`config.mk`:
```
export PLATFORM = sky130hd
export DESIGN_NAME = ssrw_supervisor
export DESIGN_NICKNAME = d
export VERILOG_FILES = /design/src/verilog/ssrw_pkg.sv /design/src/verilog/ssrw_supervisor.sv /design/src/verilog/ssrw_sync2.sv /design/src/verilog/ssrw_wdt_kick.sv
export SDC_FILE = /design/constraint.sdc
export NUM_CORES = 1
export LEC_CHECK = 0
export BUFFER_PORTS_ARGS = -buffer_cell sky130_fd_sc_hd__buf_2
export CAP_MARGIN = 20
export CORE_MARGIN = 2
export CORE_UTILIZATION = 45
export CTS_CLUSTER_SIZE = 8
export DETAILED_ROUTE_END_ITERATION = 8
export PLACE_DENSITY = 0.73
export RECOVER_POWER = 50
export SLEW_MARGIN = 0
export SYNTH_ARGS = -nofsm -noshare
export SYNTH_HDL_FRONTEND = slang
export SYNTH_HIERARCHICAL = 1
export SYNTH_SLANG_ARGS = --single-unit
```
`constraint.sdc`:
```
create_clock -name hclk -period 6 [get_ports hclk]
set_input_delay 0.3 -clock hclk [delete_from_list [all_inputs] [get_ports hclk]]
set_output_delay 0.3 -clock hclk [all_outputs]
set_load 0.005 [all_outputs]
```
`src/verilog/ssrw_pkg.sv`:
```
package ssrw_pkg;

  // Timing figures as printed, in their own units
  localparam int unsigned CLK_HZ          = 40_000_000;
  localparam int unsigned HOLD_50_MS      = 50;
  localparam int unsigned HOLD_200_MS     = 200;
  localparam int unsigned HOLD_400_MS     = 400;
  localparam int unsigned HOLD_800_MS     = 800;
  localparam int unsigned WDT_25_MS       = 25;
  localparam int unsigned WDT_200_MS      = 200;
  localparam int unsigned WDT_1400_MS     = 1400;

  // Cycle counts derived from the clock rate
  localparam int unsigned CYC_PER_MS      = CLK_HZ / 1000;
  localparam int unsigned HOLD_50_CYC     = HOLD_50_MS * CYC_PER_MS;
  localparam int unsigned HOLD_200_CYC    = HOLD_200_MS * CYC_PER_MS;
  localparam int unsigned HOLD_400_CYC    = HOLD_400_MS * CYC_PER_MS;
  localparam int unsigned HOLD_800_CYC    = HOLD_800_MS * CYC_PER_MS;
  localparam int unsigned WDT_25_CYC      = WDT_25_MS * CYC_PER_MS;
  localparam int unsigned WDT_200_CYC     = WDT_200_MS * CYC_PER_MS;
  localparam int unsigned WDT_1400_CYC    = WDT_1400_MS * CYC_PER_MS;

  // AHB-Lite register map (byte addresses)
  localparam logic [7:0]  CTRL_OFS        = 8'h00;
  localparam logic [7:0]  STAT_OFS        = 8'h04;

  // Control register fields
  localparam int unsigned CTRL_WDT_LSB    = 0;
  localparam int unsigned CTRL_HOLD_LSB   = 2;
  localparam logic [1:0]  CTRL_WDT_RST    = 2'h0;
  localparam logic [1:0]  CTRL_HOLD_RST   = 2'h1;

  // Watchdog period codes
  localparam logic [1:0]  WDT_SEL_25      = 2'h0;
  localparam logic [1:0]  WDT_SEL_200     = 2'h1;
  localparam logic [1:0]  WDT_SEL_1400    = 2'h2;
  localparam logic [1:0]  WDT_SEL_OFF     = 2'h3;

  // Status register fields
  localparam int unsigned STAT_RST_BIT    = 0;
  localparam int unsigned STAT_LOW_BIT    = 1;
  localparam int unsigned STAT_V2_BIT     = 2;
  localparam int unsigned STAT_WDT_BIT    = 3;
  localparam int unsigned STAT_BAK_BIT    = 4;

  typedef enum logic [1:0] {
    SSRW_BUS_IDLE  = 2'b00,
    SSRW_BUS_START = 2'b01,
    SSRW_BUS_CLKLO = 2'b10
  } ssrw_bus_e;

endpackage

```
`src/verilog/ssrw_supervisor.sv`:
```
module ssrw_supervisor #(
  parameter bit          ACTIVE_HIGH_RESET = 1'b0,
  parameter int unsigned HOLD_50           = ssrw_pkg::HOLD_50_CYC,
  parameter int unsigned HOLD_200          = ssrw_pkg::HOLD_200_CYC,
  parameter int unsigned HOLD_400          = ssrw_pkg::HOLD_400_CYC,
  parameter int unsigned HOLD_800          = ssrw_pkg::HOLD_800_CYC,
  parameter int unsigned WDT_25            = ssrw_pkg::WDT_25_CYC,
  parameter int unsigned WDT_200           = ssrw_pkg::WDT_200_CYC,
  parameter int unsigned WDT_1400          = ssrw_pkg::WDT_1400_CYC
) (
  input  wire logic        hclk,
  input  wire logic        hresetn,
  input  wire logic        hsel,
  input  wire logic [31:0] haddr,
  input  wire logic [1:0]  htrans,
  input  wire logic        hwrite,
  input  wire logic [2:0]  hsize,
  input  wire logic [31:0] hwdata,
  input  wire logic        hready,
  output logic [31:0]      hrdata,
  output logic             hreadyout,
  output logic             hresp,
  input  wire logic        primary_ok,
  input  wire logic        second_ok,
  input  wire logic        primary_above_backup,
  input  wire logic        primary_below_backup,
  input  wire logic        push_button_reset_n,
  input  wire logic        write_protect,
  input  wire logic        scl,
  input  wire logic        sda_in,
  output logic             sda_out,
  output logic             sda_oe,
  output logic             reset_out,
  output logic             reset_oe,
  output logic             second_supply_fail_n,
  output logic             second_supply_fail_oe,
  output logic             early_low_supply_n,
  output logic             early_low_supply_oe,
  output logic             watchdog_expired_n,
  output logic             watchdog_expired_oe,
  output logic             backup_active
);

  localparam int unsigned CW = 32;

  if (HOLD_50 < 1 || HOLD_200 < 1 || HOLD_400 < 1 || HOLD_800 < 1) begin : g_bad_hold
    $error("hold counts must be at least 1");
  end

  if (WDT_25 < 1 || WDT_200 < 1 || WDT_1400 < 1) begin : g_bad_wdt
    $error("watchdog counts must be at least 1");
  end

  function automatic logic [CW-1:0] hold_len(input logic [1:0] sel);
    unique case (sel)
      2'h0:    hold_len = CW'(HOLD_50);
      2'h1:    hold_len = CW'(HOLD_200);
      2'h2:    hold_len = CW'(HOLD_400);
      default: hold_len = CW'(HOLD_800);
    endcase
  endfunction

  function automatic logic [CW-1:0] wdt_len(input logic [1:0] sel);
    unique case (sel)
      ssrw_pkg::WDT_SEL_25:   wdt_len = CW'(WDT_25);
      ssrw_pkg::WDT_SEL_200:  wdt_len = CW'(WDT_200);
      default:                wdt_len = CW'(WDT_1400);
    endcase
  endfunction

  // Synchronised comparator and push-button levels
  logic       prim_s;
  logic       sec_s;
  logic       above_s;
  logic       below_s;
  logic       btn_n_s;

  // Reset value: supply low, button released, no backup switch request
  ssrw_sync2 #(.WIDTH(5), .INIT(5'h01)) u_sync (
    .hclk    (hclk),
    .hresetn (hresetn),
    .din     ({primary_ok, second_ok, primary_above_backup, primary_below_backup, push_button_reset_n}),
    .dout    ({prim_s, sec_s, above_s, below_s, btn_n_s})
  );

  logic                kick;
  logic [1:0]          wdt_sel_reg;
  logic [1:0]          hold_sel_reg;
  logic [CW-1:0]       hold_cnt_reg;
  logic                rst_active_reg;
  logic [CW-1:0]       wdt_cnt_reg;
  logic                wdt_exp_reg;
  logic                bak_reg;
  logic                ph_valid_reg;
  logic                ph_write_reg;
  logic [7:0]          ph_addr_reg;
  logic                wr_ok;

  // Serial data monitored ungated; device never drives the line here
  ssrw_wdt_kick u_kick (
    .hclk    (hclk),
    .hresetn (hresetn),
    .scl     (scl),
    .sda     (sda_in),
    .kick    (kick)
  );

  assign sda_out = 1'b0;
  assign sda_oe  = 1'b0;

  // Reset hold timer: restarts on low supply or pressed button
  always_ff @(posedge hclk or negedge hresetn) begin
    if (!hresetn) begin
      hold_cnt_reg   <= '0;
      rst_active_reg <= 1'b1;
    end else if (!prim_s || !btn_n_s) begin
      hold_cnt_reg   <= '0;
      rst_active_reg <= 1'b1;
    end else if (rst_active_reg) begin
      if (hold_cnt_reg + CW'(1) >= hold_len(hold_sel_reg)) begin
        rst_active_reg <= 1'b0;
      end else begin
        hold_cnt_reg <= hold_cnt_reg + CW'(1);
      end
    end
  end

  // Watchdog timer
  always_ff @(posedge hclk or negedge hresetn) begin
    if (!hresetn) begin
      wdt_cnt_reg <= '0;
      wdt_exp_reg <= 1'b0;
    end else if (kick || wdt_sel_reg == ssrw_pkg::WDT_SEL_OFF) begin
      wdt_cnt_reg <= '0;
      wdt_exp_reg <= 1'b0;
    end else if (!wdt_exp_reg) begin
      if (wdt_cnt_reg + CW'(1) >= wdt_len(wdt_sel_reg)) begin
        wdt_exp_reg <= 1'b1;
      end else begin
        wdt_cnt_reg <= wdt_cnt_reg + CW'(1);
      end
    end
  end

  // Switched-supply source with hysteresis
  always_ff @(posedge hclk or negedge hresetn) begin
    if (!hresetn) begin
      bak_reg <= 1'b0;
    end else if (prim_s || above_s) begin
      bak_reg <= 1'b0;
    end else if (below_s) begin
      bak_reg <= 1'b1;
    end
  end

  assign backup_active = bak_reg;

  // Open-drain outputs: drive low when active, except reset, which drives low when inactive with ACTIVE_HIGH_RESET
  assign reset_out             = 1'b0;
  assign reset_oe              = ACTIVE_HIGH_RESET ? !rst_active_reg : rst_active_reg;
  assign second_supply_fail_n  = 1'b0;
  assign second_supply_fail_oe = !sec_s;
  assign early_low_supply_n    = 1'b0;
  assign early_low_supply_oe   = !prim_s;
  assign watchdog_expired_n    = 1'b0;
  assign watchdog_expired_oe   = wdt_exp_reg;

  // AHB-Lite slave, zero wait states
  assign hreadyout = 1'b1;
  assign hresp     = 1'b0;
  assign wr_ok     = !write_protect && !rst_active_reg;

  always_ff @(posedge hclk or negedge hresetn) begin
    if (!hresetn) begin
      ph_valid_reg <= 1'b0;
      ph_write_reg <= 1'b0;
      ph_addr_reg  <= '0;
    end else if (hready) begin
      ph_valid_reg <= hsel && htrans[1];
      ph_write_reg <= hwrite;
      ph_addr_reg  <= haddr[7:0];
    end
  end

  always_ff @(posedge hclk or negedge hresetn) begin
    if (!hresetn) begin
      wdt_sel_reg  <= ssrw_pkg::CTRL_WDT_RST;
      hold_sel_reg <= ssrw_pkg::CTRL_HOLD_RST;
    end else if (ph_valid_reg && ph_write_reg && ph_addr_reg == ssrw_pkg::CTRL_OFS && wr_ok) begin
      wdt_sel_reg  <= hwdata[ssrw_pkg::CTRL_WDT_LSB +: 2];
      hold_sel_reg <= hwdata[ssrw_pkg::CTRL_HOLD_LSB +: 2];
    end
  end

  always_ff @(posedge hclk or negedge hresetn) begin
    if (!hresetn) begin
      hrdata <= '0;
    end else if (hready && hsel && htrans[1] && !hwrite) begin
      hrdata <= '0;
      if (haddr[7:0] == ssrw_pkg::CTRL_OFS) begin
        hrdata[ssrw_pkg::CTRL_WDT_LSB +: 2]  <= wdt_sel_reg;
        hrdata[ssrw_pkg::CTRL_HOLD_LSB +: 2] <= hold_sel_reg;
      end else if (haddr[7:0] == ssrw_pkg::STAT_OFS) begin
        hrdata[ssrw_pkg::STAT_RST_BIT] <= rst_active_reg;
        hrdata[ssrw_pkg::STAT_LOW_BIT] <= !prim_s;
        hrdata[ssrw_pkg::STAT_V2_BIT]  <= !sec_s;
        hrdata[ssrw_pkg::STAT_WDT_BIT] <= wdt_exp_reg;
        hrdata[ssrw_pkg::STAT_BAK_BIT] <= bak_reg;
      end
    end
  end

  // Checker helpers: run of good supply and button, incoming control bits
  logic [CW-1:0] good_run_reg;
  logic [1:0]    wr_wdt_sel;
  logic [1:0]    wr_hold_sel;

  assign wr_wdt_sel  = hwdata[ssrw_pkg::CTRL_WDT_LSB +: 2];
  assign wr_hold_sel = hwdata[ssrw_pkg::CTRL_HOLD_LSB +: 2];

  always_ff @(posedge hclk or negedge hresetn) begin
    if (!hresetn) begin
      good_run_reg <= '0;
    end else if (!prim_s || !btn_n_s) begin
      good_run_reg <= '0;
    end else if (good_run_reg != '1) begin
      good_run_reg <= good_run_reg + CW'(1);
    end
  end
endmodule

```
`src/verilog/ssrw_sync2.sv`:
```
module ssrw_sync2 #(
  parameter int unsigned WIDTH = 1,
  parameter logic [WIDTH-1:0] INIT = '0
) (
  input  wire logic             hclk,
  input  wire logic             hresetn,
  input  wire logic [WIDTH-1:0] din,
  output logic      [WIDTH-1:0] dout
);

  logic [WIDTH-1:0] stage_reg;

  if (WIDTH < 1) begin : g_bad_width
    $error("ssrw_sync2 width must be at least 1");
  end

  // Two flop stages; the first is read only by the second
  always_ff @(posedge hclk or negedge hresetn) begin
    if (!hresetn) begin
      stage_reg <= INIT;
      dout      <= INIT;
    end else begin
      stage_reg <= din;
      dout      <= stage_reg;
    end
  end

endmodule

```
`src/verilog/ssrw_wdt_kick.sv`:
```
module ssrw_wdt_kick (
  input  wire logic hclk,
  input  wire logic hresetn,
  input  wire logic scl,
  input  wire logic sda,
  output logic      kick
);

  ssrw_pkg::ssrw_bus_e st_reg;
  logic                scl_d_reg;
  logic                sda_d_reg;
  logic                start_c;
  logic                stop_c;

  // Start: sda falls with scl high; stop: sda rises with scl high
  assign start_c = scl && scl_d_reg && sda_d_reg && !sda;
  assign stop_c  = scl && scl_d_reg && !sda_d_reg && sda;

  always_ff @(posedge hclk or negedge hresetn) begin
    if (!hresetn) begin
      scl_d_reg <= 1'b1;
      sda_d_reg <= 1'b1;
    end else begin
      scl_d_reg <= scl;
      sda_d_reg <= sda;
    end
  end

  // Start, clock low, clock high, stop restarts the watchdog
  always_ff @(posedge hclk or negedge hresetn) begin
    if (!hresetn) begin
      st_reg <= ssrw_pkg::SSRW_BUS_IDLE;
      kick   <= 1'b0;
    end else begin
      kick <= 1'b0;
      unique case (st_reg)
        ssrw_pkg::SSRW_BUS_IDLE: begin
          if (start_c) st_reg <= ssrw_pkg::SSRW_BUS_START;
        end
        ssrw_pkg::SSRW_BUS_START: begin
          if (scl_d_reg && !scl) st_reg <= ssrw_pkg::SSRW_BUS_CLKLO;
          else if (stop_c) st_reg <= ssrw_pkg::SSRW_BUS_IDLE;
        end
        ssrw_pkg::SSRW_BUS_CLKLO: begin
          if (stop_c) begin
            kick   <= 1'b1;
            st_reg <= ssrw_pkg::SSRW_BUS_IDLE;
          end else if (start_c) begin
            kick   <= 1'b1;
            st_reg <= ssrw_pkg::SSRW_BUS_START;
          end
        end
        default: st_reg <= ssrw_pkg::SSRW_BUS_IDLE;
      endcase
    end
  end
endmodule

```
==> results by group <==
Synthesis
  • FFs w/ async S/R, synth: 1.00
  • Post-synth top area cell: dfrtp_1
  • Number of flops mapped to enable cells by yosys: 0
  • Synth Cell Area: 6440 sq um
  • Synth Instances: 691
  • Ranking of synthesized cells by area: dfrtp_1, ha_1, xnor2_1, buf_4, nand2_1
  • Main synth FF type: dfrtp_1
  • Post-synth cell types: 65
  • Synth warn: 6
  • Post-Syn Area per Cell: 9.32 sq um
  • Sequential area share after synthesis: 0.393
  • Top cell type's share of synthesized area: 0.369
  • #FFs+latches synth: 101

CTS
  • CTS sink cnt: 101
  • Clock Root Buffer: clkbuf_16
  • Worst skew pair latency: 360 ps
  • Post CTS Setup Buffer Count: 0
  • H-tree levels: 3
  • Clock tree from TritonCTS: built
  • Reg clk slew, reported paths: 80 ps
  • Clk buf depth: 2
  • CTS Buf Count: 9

Timing
  • Final TNS setup: 0 ps
  • Worst-Margin Slew: 2880 ps
  • Fmax: 188 MHz
  • Worst clock skew: 13.7 ps
  • Hold WS: 37.4 ps
  • Final setup vio count: 0
  • RSZ-0062 raised after global routing: false
  • Tmin final: 5320 ps
  • Fin. max-slew vios: 52
  • Period Utilization, post-route: 0.887
  • Rel. slew slack: -0.917
  • Final Hold Fails: 0

Pwr
  • Worst VDD drop: 0.000169 V
  • Leak Pwr: 3.08 nW
  • Power density over the cells: 220 nW/um^2

Critical path
  • Worst Path Max Fanout: 27
  • Max stage delay cell, worst path: or3_1
  • Worst setup SP type: register
  • Max stage delay on crit path: 750 ps
  • Crit end category: register
  • Crit path cell chain: ha_1 > and4_1 > nand2_1 > nor2_1 > and3_1 > nand4_1 > or2_2 > xnor2_1 > ha_1 > a21oi_1 > o21ai_0 > a221o_1 > a2111oi_0 > a41oi_1 > or3_1 > or4_1 > a21oi_1
  • Critical Path RT: 6270 ps
  • Setup CP Type: reg2reg
  • Critical Path AT: 5590 ps

Drt
  • Post-Route WL: 14.8 mm
  • DR vias: 5256
  • Initial DRC count: 452
  • DR DRC count: 0
  • Vias/cell: 5.88
  • DR pass1 iterations: 5
  • DRT antenna net count: 0
  • Routed wire per std cell: 16.5 um

Floorplanning
  • FP Rows: 43
  • I/O pin count: 127
  • Die ar.: 15300 sq um
  • Placeable Area: 13900 sq um
  • Initial core utilization: 0.462
  • Chip height: 124 um
  • Die width: 124 um

Run
  • Max_cap viols: 1

Cells and area
  • Final net count: 823
  • Most frequent cells in the layout: dfrtp_1, nand2_1, nor2_1, xnor2_1, conb_1
  • Area Growth Syn to Fin: 6.86%
  • Share of cells above drive strength 1: 0.116
  • # diodes: 0
  • Most common cell after layout, fill and taps aside: dfrtp_1

GRT
  • Initial antenna violation count: 0
  • Gr usage total: 0.200
  • Vias in the first global route: 5123
  • Global-route wire length before repair: 24.3 mm
  • Total gr overflow: 0
  • Largest net degree at the start of global routing: 52

Min path
  • Class of the worst hold path: in2reg

Outcome
  • Failing checks: max-capacitance violations, max-slew violations
  • Status: complete, but fails checks

Placement
  • RD Place Congestion: 0.920
  • Count of input and output buffers: 35
  • DP HPWL: 10.5 mm
-- report_power, final --
group | internal [mW] | switching (mW) | leakage, nW
sequential | 0.719 | 0.0395 | 1.34
clock | 0.306 | 0.289 | 0.149
combinational | 0.0669 | 0.0921 | 1.60
-- logic make-up after synthesis --
kind of cell / synth area share
flops: 0.393
simple gates: 0.230
fa+ha+maj: 0.0621
other cells: 0.00117
compound gates: 0.134
buf+inv: 0.0754
mux: 0.0307
xor+xnor: 0.0734
-- worst max-delay path: cells and delay by family, from the launching register on --
family	cells	cell delay (ps)
XOR/XNOR	1	180
adder cells (fa/ha/maj)	2	540
flip-flops	1	410
AO/OA/AOI/OAI	6	1350
AND/OR/NAND/NOR	8	2750
-- stage by stage --
stage / setup slack [ps] / cell area, sq um / utilization / power [mW] / instances
finish: 678 / 6880 / 0.494 / 1.51 / 894
CTS: 710 / 6910 / 0.496 / 1.53 / 894
global placement: 885 / 6600 / 0.473 / 0.917 / 877
detailed placement: 736 / 6600 / 0.473 / 0.931 / 877
global route: 345 / 6880 / 0.494 / 1.58 / 894
floorplan: 1370 / 6570 / - / 0.887 / 724
-- area by class of cell --
| class | instances | area [sq um] |
|---|---|---|
| multi-input combinational | 537 | 3550 |
| tap | 180 | 225 |
| clock buffer | 10 | 239 |
| sequential | 101 | 2530 |
| timing repair buffer | 42 | 211 |
| clock inverter | 6 | 60.1 |
| fill | 1315 | 7050 |
| inverter | 18 | 67.6 |
-- repair_timing --
action	CTS	global route
gates resized for setup	0	0
endpoints found under the setup margin	0	0
endpoints found under the hold margin	13	0
hold buffers	1	0
-- routing by layer --
| metal | vias to the layer above | GRT usage | share of wire |
|---|---|---|---|
| met1 | 2586 | 0.252 | 0.43 |
| li1 | 2485 | - | - |
| met2 | 158 | 0.340 | 0.50 |
| met4 | 0 | 0.0668 | 0.016 |
| met3 | 27 | 0.0444 | 0.054 |
| met5 | - | 0 | 0 |
-- final timing paths --
kind / from / end / slack, ps / depth (start not counted)
max: hold_cnt_reg[0] / hold_cnt_reg[18] / 680 / 17
min: primary_below_backup / u_sync/stage_reg[1] / 40 / 1
max reg2reg: hold_cnt_reg[0] / hold_cnt_reg[18] / 680 / 17
min reg2reg: u_sync/stage_reg[0] / u_sync/dout[0] / 360 / 0
max in group asynchronous: hresetn / wdt_cnt_reg[7] / 2180 / 3
min in group asynchronous: hresetn / hold_cnt_reg[10] / 1400 / 2
-- synthesized netlist by cell type (13+ instances only) --
| master | count |
|---|---|
| inv_1 | 18 |
| nand2_1 | 51 |
| a21oi_1 | 29 |
| xnor2_1 | 36 |
| dfrtp_1 | 95 |
| and3_1 | 27 |
| o21ai_0 | 21 |
| xor2_1 | 18 |
| nor3_1 | 13 |
| mux2_2 | 14 |
| ha_1 | 32 |
| buf_4 | 35 |
| nand4_1 | 19 |
| nand3_1 | 29 |
| clkbuf_1 | 22 |
| nor4_1 | 21 |
| nor2_1 | 46 |
Power figures use the tool's default switching activity.
